<file path="src/rtl/pspt_pkg.sv">
package pspt_pkg;
	// timing
	localparam int CLK_MHZ = 200;
	localparam int CYCLE_TIME_US = 5000;
	localparam int CYCLE_CLKS = CYCLE_TIME_US * CLK_MHZ;
	localparam int BLOCK_LEAD_MS = 5;
	localparam int BLOCK_LEAD_CYCLES = (BLOCK_LEAD_MS * 1000) / CYCLE_TIME_US;
	localparam int CYC_W = 32;

	// widths
	localparam int MEAS_W = 16;
	localparam int DELAY_W = 19;
	localparam int ACC_W = 32;
	localparam int TS_W = 32;
	localparam int FAULT_W = 4;
	localparam int ADDR_W = 5;
	localparam int DATA_W = 32;
	localparam int BE_W = 4;
	localparam int PCT_W = 7;

	// hysteresis ratio
	localparam logic [PCT_W-1:0] RESET_PCT = 7'h61;
	localparam logic [PCT_W-1:0] PCT_FULL = 7'h64;

	// delay in 5 ms steps, 360000 steps = 1800 s
	localparam logic [DELAY_W-1:0] DELAY_MAX = 19'h57e40;
	localparam logic [DELAY_W-1:0] DELAY_RST = 19'h00008;
	localparam logic [MEAS_W-1:0] PICKUP_RST = 16'h0100;
	localparam logic [MEAS_W-1:0] DIAL_RST = 16'h0005;

	// register byte offsets
	localparam logic [ADDR_W-1:0] REG_CTRL = 5'h00;
	localparam logic [ADDR_W-1:0] REG_PICKUP = 5'h04;
	localparam logic [ADDR_W-1:0] REG_DELAY = 5'h08;
	localparam logic [ADDR_W-1:0] REG_DIAL = 5'h0c;
	localparam logic [ADDR_W-1:0] REG_STATE = 5'h10;
	localparam logic [ADDR_W-1:0] REG_IRQ_STAT = 5'h14;
	localparam logic [ADDR_W-1:0] REG_IRQ_MASK = 5'h18;
	localparam logic [ADDR_W-1:0] REG_TIME = 5'h1c;

	// field positions
	localparam int CTRL_TYPE_BIT = 0;
	localparam int CTRL_SERIES_BIT = 1;
	localparam int ST_PICK_BIT = 0;
	localparam int ST_START_BIT = 1;
	localparam int ST_TRIP_BIT = 2;
	localparam int ST_BLOCK_BIT = 3;
	localparam int IRQ_START_BIT = 0;
	localparam int IRQ_TRIP_BIT = 1;
	localparam int IRQ_BLOCK_BIT = 2;
	localparam int IRQ_W = 3;

	typedef enum logic {definite_delay_mode, inverse_delay_mode} pspt_delay_t;
	typedef enum logic {SERIES_IEC, SERIES_IEEE} pspt_series_t;
	typedef enum logic [1:0] {ST_IDLE, ST_BLOCKED, ST_START, ST_TRIP}
		pspt_state_t;
endpackage : pspt_pkg

</file>
<file path="src/rtl/pspt_delay_timer.sv">
`timescale 1ns/10ps
module pspt_delay_timer
(
	// clock and reset
	input wire logic core_clk,
	input wire logic resetn,
	// control
	input wire logic tick,
	input wire logic run,
	input wire logic [pspt_pkg::ACC_W-1:0] increment,
	// state
	output logic [pspt_pkg::DELAY_W-1:0] elapsed,
	output logic [pspt_pkg::ACC_W-1:0] acc
);
	import pspt_pkg::*;

	typedef struct packed
	{
		logic [DELAY_W-1:0] elapsed;
		logic [ACC_W-1:0] acc;
	} pspt_timer_t;

	pspt_timer_t s;
	pspt_timer_t next_s;
	logic [ACC_W:0] sum;

	always_comb
	begin
		next_s = s;
		sum = {1'b0, s.acc} + {1'b0, increment};
		if (!run)
		begin
			// dropout clears the running timer
			next_s = '0;
		end
		else if (tick)
		begin
			// saturate so a long hold never wraps to an early trip
			if (s.elapsed != {DELAY_W{1'b1}})
				next_s.elapsed = s.elapsed + 1'b1;
			next_s.acc = sum[ACC_W] ? {ACC_W{1'b1}} : sum[ACC_W-1:0];
		end
	end

	always_ff @(posedge core_clk or negedge resetn)
	begin
		if (!resetn)
			s <= '0;
		else
			s <= next_s;
	end

	assign elapsed = s.elapsed;
	assign acc = s.acc;
endmodule : pspt_delay_timer

</file>
<file path="src/rtl/pspt_stage.sv">
// How it works
// - once picked up, release only below 97 percent of the pick-up level.
// - compare measurement with pick-up level every cycle; pick up when exceeded.
// - blocking input is sampled at the start of each processing cycle.
// - pick-up while unblocked raises start and starts the delay timer.
// - pick-up while blocked raises blocked instead of start, nothing further.
// - blocking clears start; release then runs as on pick-up dropout.
// - each blocking emits a timestamped event with start-up value, fault type.
// - instant operation trips in the same cycle as start.
// - definite time trips after the set delay while pick-up holds.
// - inverse time delay depends on measurement relative to pick-up level.
// - in inverse mode the definite delay is a floor; zero removes it.
// - delay type selects definite or inverse, definite after reset.
// - zero definite delay means instant; nonzero means delayed operation.
// - curve series picks IEC or IEEE family, only used in inverse mode.
//
// Chosen here: the address map and the Avalon-MM interface to the registers.
`timescale 1ns/10ps
module pspt_stage
#(
	parameter int CYCLE_CLKS_P = pspt_pkg::CYCLE_CLKS
)
(
	// clock and reset
	input wire logic core_clk,
	input wire logic resetn,
	// measurement source
	input wire logic [pspt_pkg::MEAS_W-1:0] measMag,
	input wire logic [pspt_pkg::FAULT_W-1:0] faultType,
	// blocking matrix
	input wire logic blockIn,
	// stage outputs
	output logic startOut,
	output logic tripOut,
	output logic blockedOut,
	output logic cycleTick,
	// event record
	output logic evtValid,
	output logic [pspt_pkg::TS_W-1:0] evtTime,
	output logic [pspt_pkg::MEAS_W-1:0] evtMeas,
	output logic [pspt_pkg::FAULT_W-1:0] evtFault,
	// interrupt
	output logic irq,
	// avalon-mm slave
	input wire logic [pspt_pkg::ADDR_W-1:0] avs_address,
	input wire logic avs_read,
	input wire logic avs_write,
	input wire logic [pspt_pkg::DATA_W-1:0] avs_writedata,
	input wire logic [pspt_pkg::BE_W-1:0] avs_byteenable,
	output logic [pspt_pkg::DATA_W-1:0] avs_readdata,
	output logic avs_waitrequest
);
	import pspt_pkg::*;

	localparam logic [CYC_W-1:0] CYC_LAST = CYC_W'(CYCLE_CLKS_P - 1);

	typedef struct packed
	{
		logic [CYC_W-1:0] cycCnt;
		logic tick;
		logic [TS_W-1:0] timeStamp;
		pspt_delay_t delayType;
		pspt_series_t series;
		logic [MEAS_W-1:0] pickup;
		logic [DELAY_W-1:0] delay;
		logic [MEAS_W-1:0] dial;
		pspt_state_t state;
		logic pickedUp;
		logic [MEAS_W-1:0] startMeas;
		logic start;
		logic trip;
		logic blocked;
		logic evtValid;
		logic [TS_W-1:0] evtTime;
		logic [MEAS_W-1:0] evtMeas;
		logic [FAULT_W-1:0] evtFault;
		logic [IRQ_W-1:0] irqStat;
		logic [IRQ_W-1:0] irqMask;
		logic irq;
		logic waitReq;
		logic [DATA_W-1:0] rdata;
	} pspt_stage_t;

	pspt_stage_t s;
	pspt_stage_t next_s;

	logic [DELAY_W-1:0] elapsed;
	logic [ACC_W-1:0] acc;
	logic [ACC_W-1:0] increment;

	logic [MEAS_W+PCT_W-1:0] measScaled;
	logic [MEAS_W+PCT_W-1:0] relScaled;
	logic above;
	logic belowRel;
	logic pick;
	logic [MEAS_W-1:0] excess;
	logic [ACC_W:0] accSum;
	logic [ACC_W-1:0] target;
	logic [DELAY_W:0] elapsedNext;
	logic zeroDelay;
	logic delayDone;
	logic invDone;
	logic tripNow;
	logic blkSample;
	logic [IRQ_W-1:0] irqSet;
	logic [IRQ_W-1:0] irqClr;
	logic wrTake;
	logic rdTake;
	logic [DATA_W-1:0] rdMux;
	logic [DATA_W-1:0] wMerged;
	logic [MEAS_W-1:0] capMeas;

	function automatic logic [DATA_W-1:0] mergeBytes(
		input logic [DATA_W-1:0] oldVal,
		input logic [DATA_W-1:0] newVal,
		input logic [BE_W-1:0] be);
		logic [DATA_W-1:0] res;
		res = oldVal;
		for (int i = 0; i < BE_W; i++)
		begin
			if (be[i])
				res[i*8 +: 8] = newVal[i*8 +: 8];
		end
		return res;
	endfunction : mergeBytes

	pspt_delay_timer u_timer
	(
		.core_clk(core_clk),
		.resetn(resetn),
		.tick(s.tick),
		.run(s.start),
		.increment(increment),
		.elapsed(elapsed),
		.acc(acc)
	);

	always_comb
	begin
		next_s = s;
		next_s.evtValid = 1'b0;
		irqSet = '0;

		// processing cycle timebase
		next_s.tick = (s.cycCnt == CYC_LAST);
		if (s.cycCnt == CYC_LAST)
			next_s.cycCnt = '0;
		else
			next_s.cycCnt = s.cycCnt + 1'b1;
		if (s.tick)
			next_s.timeStamp = s.timeStamp + 1'b1;

		// pick-up with hysteresis
		measScaled = measMag * PCT_FULL;
		relScaled = s.pickup * RESET_PCT;
		above = measMag > s.pickup;
		belowRel = measScaled < relScaled;
		pick = s.pickedUp ? !belowRel : above;

		// inverse integrator input, series only matters in inverse mode
		excess = above ? measMag - s.pickup : '0;
		if (s.series == SERIES_IEEE)
			increment = {{(ACC_W-MEAS_W-1){1'b0}}, excess, 1'b0};
		else
			increment = {{(ACC_W-MEAS_W){1'b0}}, excess};
		accSum = {1'b0, acc} + {1'b0, increment};
		target = s.dial * s.pickup;

		elapsedNext = {1'b0, elapsed} + 1'b1;
		zeroDelay = (s.delay == '0);
		delayDone = s.start && (elapsedNext >= {1'b0, s.delay});
		// definite delay is a minimum time here
		invDone = (accSum >= {1'b0, target})
			&& (zeroDelay || delayDone);
		if (s.delayType == definite_delay_mode)
			tripNow = zeroDelay || delayDone;
		else
			tripNow = invDone;

		// blocking is only looked at on the cycle boundary, so a late
		// assertion can miss a trip that lands on the same boundary
		blkSample = blockIn;
		capMeas = s.pickedUp ? s.startMeas : measMag;

		if (s.tick)
		begin
			next_s.pickedUp = pick;
			if (pick && !s.pickedUp)
				next_s.startMeas = measMag;
			if (!pick)
			begin
				next_s.state = ST_IDLE;
			end
			else if (blkSample)
			begin
				next_s.state = ST_BLOCKED;
				if (s.state != ST_BLOCKED)
				begin
					next_s.evtValid = 1'b1;
					next_s.evtTime = s.timeStamp;
					next_s.evtMeas = capMeas;
					next_s.evtFault = faultType;
					irqSet[IRQ_BLOCK_BIT] = 1'b1;
				end
			end
			else if (s.state == ST_TRIP || tripNow)
			begin
				next_s.state = ST_TRIP;
			end
			else
			begin
				next_s.state = ST_START;
			end
		end

		case (next_s.state)
			ST_IDLE:
			begin
				next_s.start = 1'b0;
				next_s.trip = 1'b0;
				next_s.blocked = 1'b0;
			end
			ST_BLOCKED:
			begin
				next_s.start = 1'b0;
				next_s.trip = 1'b0;
				next_s.blocked = 1'b1;
			end
			ST_START:
			begin
				next_s.start = 1'b1;
				next_s.trip = 1'b0;
				next_s.blocked = 1'b0;
			end
			ST_TRIP:
			begin
				next_s.start = 1'b1;
				next_s.trip = 1'b1;
				next_s.blocked = 1'b0;
			end
			default:
			begin
				next_s.start = 1'b0;
				next_s.trip = 1'b0;
				next_s.blocked = 1'b0;
			end
		endcase
		if (next_s.start && !s.start)
			irqSet[IRQ_START_BIT] = 1'b1;
		if (next_s.trip && !s.trip)
			irqSet[IRQ_TRIP_BIT] = 1'b1;

		// bus slave: one wait cycle, then the answer
		rdTake = avs_read && s.waitReq;
		wrTake = avs_write && !s.waitReq;
		next_s.waitReq = !((avs_read || avs_write) && s.waitReq);

		case (avs_address)
			REG_CTRL:
			begin
				rdMux = '0;
				rdMux[CTRL_TYPE_BIT] = s.delayType;
				rdMux[CTRL_SERIES_BIT] = s.series;
			end
			REG_PICKUP:
				rdMux = {{(DATA_W-MEAS_W){1'b0}}, s.pickup};
			REG_DELAY:
				rdMux = {{(DATA_W-DELAY_W){1'b0}}, s.delay};
			REG_DIAL:
				rdMux = {{(DATA_W-MEAS_W){1'b0}}, s.dial};
			REG_STATE:
			begin
				rdMux = '0;
				rdMux[ST_PICK_BIT] = s.pickedUp;
				rdMux[ST_START_BIT] = s.start;
				rdMux[ST_TRIP_BIT] = s.trip;
				rdMux[ST_BLOCK_BIT] = s.blocked;
			end
			REG_IRQ_STAT:
				rdMux = {{(DATA_W-IRQ_W){1'b0}}, s.irqStat};
			REG_IRQ_MASK:
				rdMux = {{(DATA_W-IRQ_W){1'b0}}, s.irqMask};
			REG_TIME:
				rdMux = s.timeStamp;
			default:
				rdMux = '0;
		endcase
		if (rdTake)
			next_s.rdata = rdMux;

		wMerged = mergeBytes(rdMux, avs_writedata, avs_byteenable);
		irqClr = '0;
		if (wrTake)
		begin
			case (avs_address)
				REG_CTRL:
				begin
					next_s.delayType = pspt_delay_t'(wMerged[CTRL_TYPE_BIT]);
					next_s.series = pspt_series_t'(wMerged[CTRL_SERIES_BIT]);
				end
				REG_PICKUP:
					next_s.pickup = wMerged[MEAS_W-1:0];
				REG_DELAY:
				begin
					// out of range clamps to the 1800 s ceiling
					if (wMerged[DATA_W-1:DELAY_W] != '0
						|| wMerged[DELAY_W-1:0] > DELAY_MAX)
						next_s.delay = DELAY_MAX;
					else
						next_s.delay = wMerged[DELAY_W-1:0];
				end
				REG_DIAL:
					next_s.dial = wMerged[MEAS_W-1:0];
				REG_IRQ_STAT:
					irqClr = avs_writedata[IRQ_W-1:0]
						& {IRQ_W{avs_byteenable[0]}};
				REG_IRQ_MASK:
					next_s.irqMask = wMerged[IRQ_W-1:0];
				default:
				begin
				end
			endcase
		end

		// a new event beats a clear in the same cycle
		next_s.irqStat = (s.irqStat & ~irqClr) | irqSet;
		next_s.irq = |(next_s.irqStat & next_s.irqMask);
	end

	always_ff @(posedge core_clk or negedge resetn)
	begin
		if (!resetn)
		begin
			s <= '0;
			s.waitReq <= 1'b1;
			s.pickup <= PICKUP_RST;
			s.delay <= DELAY_RST;
			s.dial <= DIAL_RST;
			s.delayType <= definite_delay_mode;
			s.series <= SERIES_IEC;
			s.state <= ST_IDLE;
		end
		else
		begin
			s <= next_s;
		end
	end

	assign startOut = s.start;
	assign tripOut = s.trip;
	assign blockedOut = s.blocked;
	assign cycleTick = s.tick;
	assign evtValid = s.evtValid;
	assign evtTime = s.evtTime;
	assign evtMeas = s.evtMeas;
	assign evtFault = s.evtFault;
	assign irq = s.irq;
	assign avs_readdata = s.rdata;
	assign avs_waitrequest = s.waitReq;
endmodule : pspt_stage
</file>
<file path="config.mk">
export PLATFORM = sky130hd
export DESIGN_NAME = pspt_stage
export DESIGN_NICKNAME = d
export VERILOG_FILES = /design/src/rtl/pspt_pkg.sv /design/src/rtl/pspt_delay_timer.sv /design/src/rtl/pspt_stage.sv
export SDC_FILE = /design/constraint.sdc
export NUM_CORES = 1
export LEC_CHECK = 0
export ABC_CLOCK_PERIOD_IN_PS = 7010
export BUFFER_PORTS_ARGS = -buffer_cell sky130_fd_sc_hd__buf_2
export CAP_MARGIN = 20
export CORE_ASPECT_RATIO = 0.6
export CORE_MARGIN = 10
export CORE_UTILIZATION = 40
export DETAILED_ROUTE_END_ITERATION = 8
export GPL_TIMING_DRIVEN = 0
export PLACE_DENSITY_LB_ADDON = 0.15
export SETUP_SLACK_MARGIN = 0.2
export SLEW_MARGIN = 20
export SYNTH_ARGS = -nofsm -noshare
export SYNTH_HDL_FRONTEND = slang
export SYNTH_SLANG_ARGS = --single-unit
</file>
<file path="constraint.sdc">
create_clock -name core_clk -period 7.01 [get_ports core_clk]
set_input_delay 1.402 -clock core_clk [delete_from_list [all_inputs] [get_ports core_clk]]
set_output_delay 1.402 -clock core_clk [all_outputs]
set_load 0.03 [all_outputs]
</file>
==> impl_results.md <==
- Top post-synthesis cells by area: dfrtp_1 24%, fa_1 15%, ha_1 15%
- Final Util: 47.1%
- Final WL: 92600 um
- Share of the synthesized area in the top cell type: 24.3%
- Clk Latency, worst-skew pair: 0.63 ns
- Critical path type: flip-flop to flip-flop
- Fmax: 125 MHz
- Most common cell after layout, fill and taps aside: nand2_1
- Non-filler cells, final: 4450
- # clock sinks: 284
- Crit Reg-Reg Startpoint: s[156]
- Met1 Use GR: 35.0%
- Post-route clock period utilization: 114%
- Initial antenna violation count: 4
- DIE WIDTH: 366 um
- Synth cell types: 84
- Overall Global Routing Usage: 21.7%
- Grt met3 use: 6.36%
- Status: complete, but fails checks
- First-pass GRT wire length: 141000 um
- Unrepaired setup endpoints after global routing: yes
- # rows: 76
- DP Wirelength: 72400 um
- Worst Path Required: 7.52 ns
- Routed via count: 23200
- Placer Congestion: 0.930
- Critical Path Max Stage Delay: 0.58 ns
- Relative slew margins: 26.8%
- Cells after synthesis: 3191
- DR pass1 iterations: 6
- Sequential-to-total area share from yosys stat: 24.7%
- Largest net degree at the start of global routing: 95
- Leak Pwr: 17.1 nW
- Area growth, synth to finish: 17.2%
- Final nets: 4067
- Synthesized cell area: 28700 sq um
- Global route total overflow: 0
- Die height: 228 um
- Dpl cells: 4323
- Main synth FF type: dfrtp_1
- Yosys top cell by area: dfrtp_1
- Max-Cap Viols: 0
- Max Transition Viols Final: 0
- Tmin final: 7.98 ns
- IO Port Bufs: 154
- Initial cell density of the core: 40.2%
- Number of synthesized flops with an enable pin: 0
- Yosys warns: 0
- Origin of the worst setup path: s[156]
- Crit path launch type: flip-flop
- Cell type of the slowest stage on the worst timing path: fa_1
- DR vias/cell: 5.21
- CTS tree: built
- Worst VDD drop: 0.216 mV
- Syn Area/Cell: 9.01 sq um
- Clock buffer depth: 3
- HP Start: s[232]
- CP max FO: 8
- Num CTS Buffers: 30
- Met2 usage: 28.2%
- Drt first-iter violations: 1971
- Share of cells above drive strength 1: 18.3%
- Slew @ Worst Pin: 1.07 ns
- Synth Net Count: 3807
- GRT Max-Usage Layer: met1
- Final antenna-violating net count: 0
- Final setup vio count: 5
- Failing checks: setup timing
- DIE AREA: 83300 sq um
- Critical Path AT: 8.49 ns
- Vias in the first global route: 22200
- Io pins: 157
- Final Hold Vio Count: 0
- Final Skew: 0.0546 ns
- Critical path endpoint category: flip-flop
- Class of the worst hold path: flip-flop to flip-flop
- FFs w/ async S/R, synth: 100%
- DRC viols: 0
- Pwr Density: 158 nW/um^2
- Final worst slack: -0.975 ns
- Clk slew on worst S/H paths: 0.07 ns
- Drt wl/cell: 20.8 um
- Most frequent CP cell: fa_1
- Most frequent cells in the layout: 408 x nand2_1, 370 x inv_1, 318 x ha_1, 261 x dfrtp_1, 199 x fa_1
- H-tree depth: 1
- Post-CTS Hold Buffers: 0
- Core footprint: 71500 sq um
- CTS root buffer: clkbuf_16
- #FFs+latches synth: 284
==> layout make-up <==
| cell class | instances | area, sq um |
|---|---|---|
| fillers | 7009 | 37800 |
| multi-input cells | 2322 | 19800 |
| flip-flops and latches | 284 | 7160 |
| plain buffers | 202 | 1640 |
| repair buffers | 228 | 1460 |
| inverters | 383 | 1440 |
| well taps | 975 | 1220 |
| clock buffers | 44 | 863 |
| clock inverters | 10 | 148 |
| diodes | 2 | 5.00 |
==> path summary, 6_finish.rpt <==
path                                    end  slack, ns  depth (start not counted)
max in group asynchronous        evtMeas[1]       5.19                          3
min reg2reg                          s[232]       0.47                          1
max reg2reg                      blockedOut      -0.97                         33
min                                  s[232]       0.47                          1
max                              blockedOut      -0.97                         33
min in group asynchronous  avs_readdata[22]       0.65                          1
==> timing repair <==
action,CTS,global route
cloned,0,0
setup endpoints to repair,83,61
pin swaps,62,58
setup buffers,53,18
gates resized for setup,178,101
==> critical path, delay by kind of cell (launching register included) <==
family / cells / cell delay [ns]
adder cells (fa/ha/maj): 8 / 3.53
buffers and inverters: 8 / 0.90
XOR/XNOR: 1 / 0.15
AND/OR/NAND/NOR: 9 / 1.27
flip-flops: 1 / 0.57
AO/OA/AOI/OAI: 7 / 1.48
==> through the flow <==
| step | total power [mW] | TNS, ns | hold WS, ns | setup slack, ns | area, sq um |
|---|---|---|---|---|---|
| global placement | 3.42 | -423.53 | 0.457 | -2.12 | 30900 |
| global route | 5.65 | -5.61 | 0.499 | -1.17 | 33700 |
| finish | 5.33 | -4.65 | 0.472 | -0.975 | 33700 |
| floorplan | 2.87 | -0.428 | 0.438 | -0.0999 | 29000 |
| CTS | 5.27 | -3.70 | 0.472 | -0.776 | 33200 |
| detailed placement | 3.43 | -82.57 | 0.461 | -2.05 | 31000 |
==> flip-flops by register name (all words and copies together) (netlist names) <==
signal	cells
u_timer.acc	32
evtMeas	16
evtValid	1
u_timer.elapsed	19
irq	1
s	142
evtFault	4
avs_waitrequest	1
evtTime	32
cycleTick	1
avs_readdata	32
tripOut	1
blockedOut	1
startOut	1
==> power breakdown <==
part	switching, mW	internal [mW]	total [mW]
clock network	0.727	0.934	1.66
logic	1.15	0.769	1.92
registers	0.0675	1.68	1.75
total	1.95	3.38	5.33
==> synth_stat cells, types with 17 or more instances <==
library cell  number
a211oi_1          19
a21o_1            18
a21oi_1          132
and2_1           151
and3_1            31
buf_4             85
clkbuf_1         102
dfrtp_1          279
fa_1             215
ha_1             335
inv_1            379
mux2_2            54
mux2i_1           52
nand2_1          413
nand3_1           67
nand4_1           32
nor2_1           156
nor3_1            36
nor4_1            19
o21a_1            20
o21ai_0          161
or3_1             17
xnor2_1          109
xor2_1            75
==> per-layer routing <==
layer / up-vias / part of all wire, %
met5: - / 0.014
met4: 2 / 1.1
met3: 76 / 9.9
met2: 768 / 38
met1: 11300 / 51
li1: 11100 / -
==> cell families (layout without fill, tap and decap cells) <==
family          after synthesis  after routing  share of synthesized area [%]
flops                       284            284                           24.7
fa+ha+maj                   550            550                           29.6
simple gates                995            995                           16.7
xor+xnor                    184            184                           5.61
mux                         107            107                           4.00
buf+inv                     585            867                           8.82
other cells                   0              2                              0
compound gates              486            486                           10.6
Note: power is estimated with default switching activity, not from simulation.
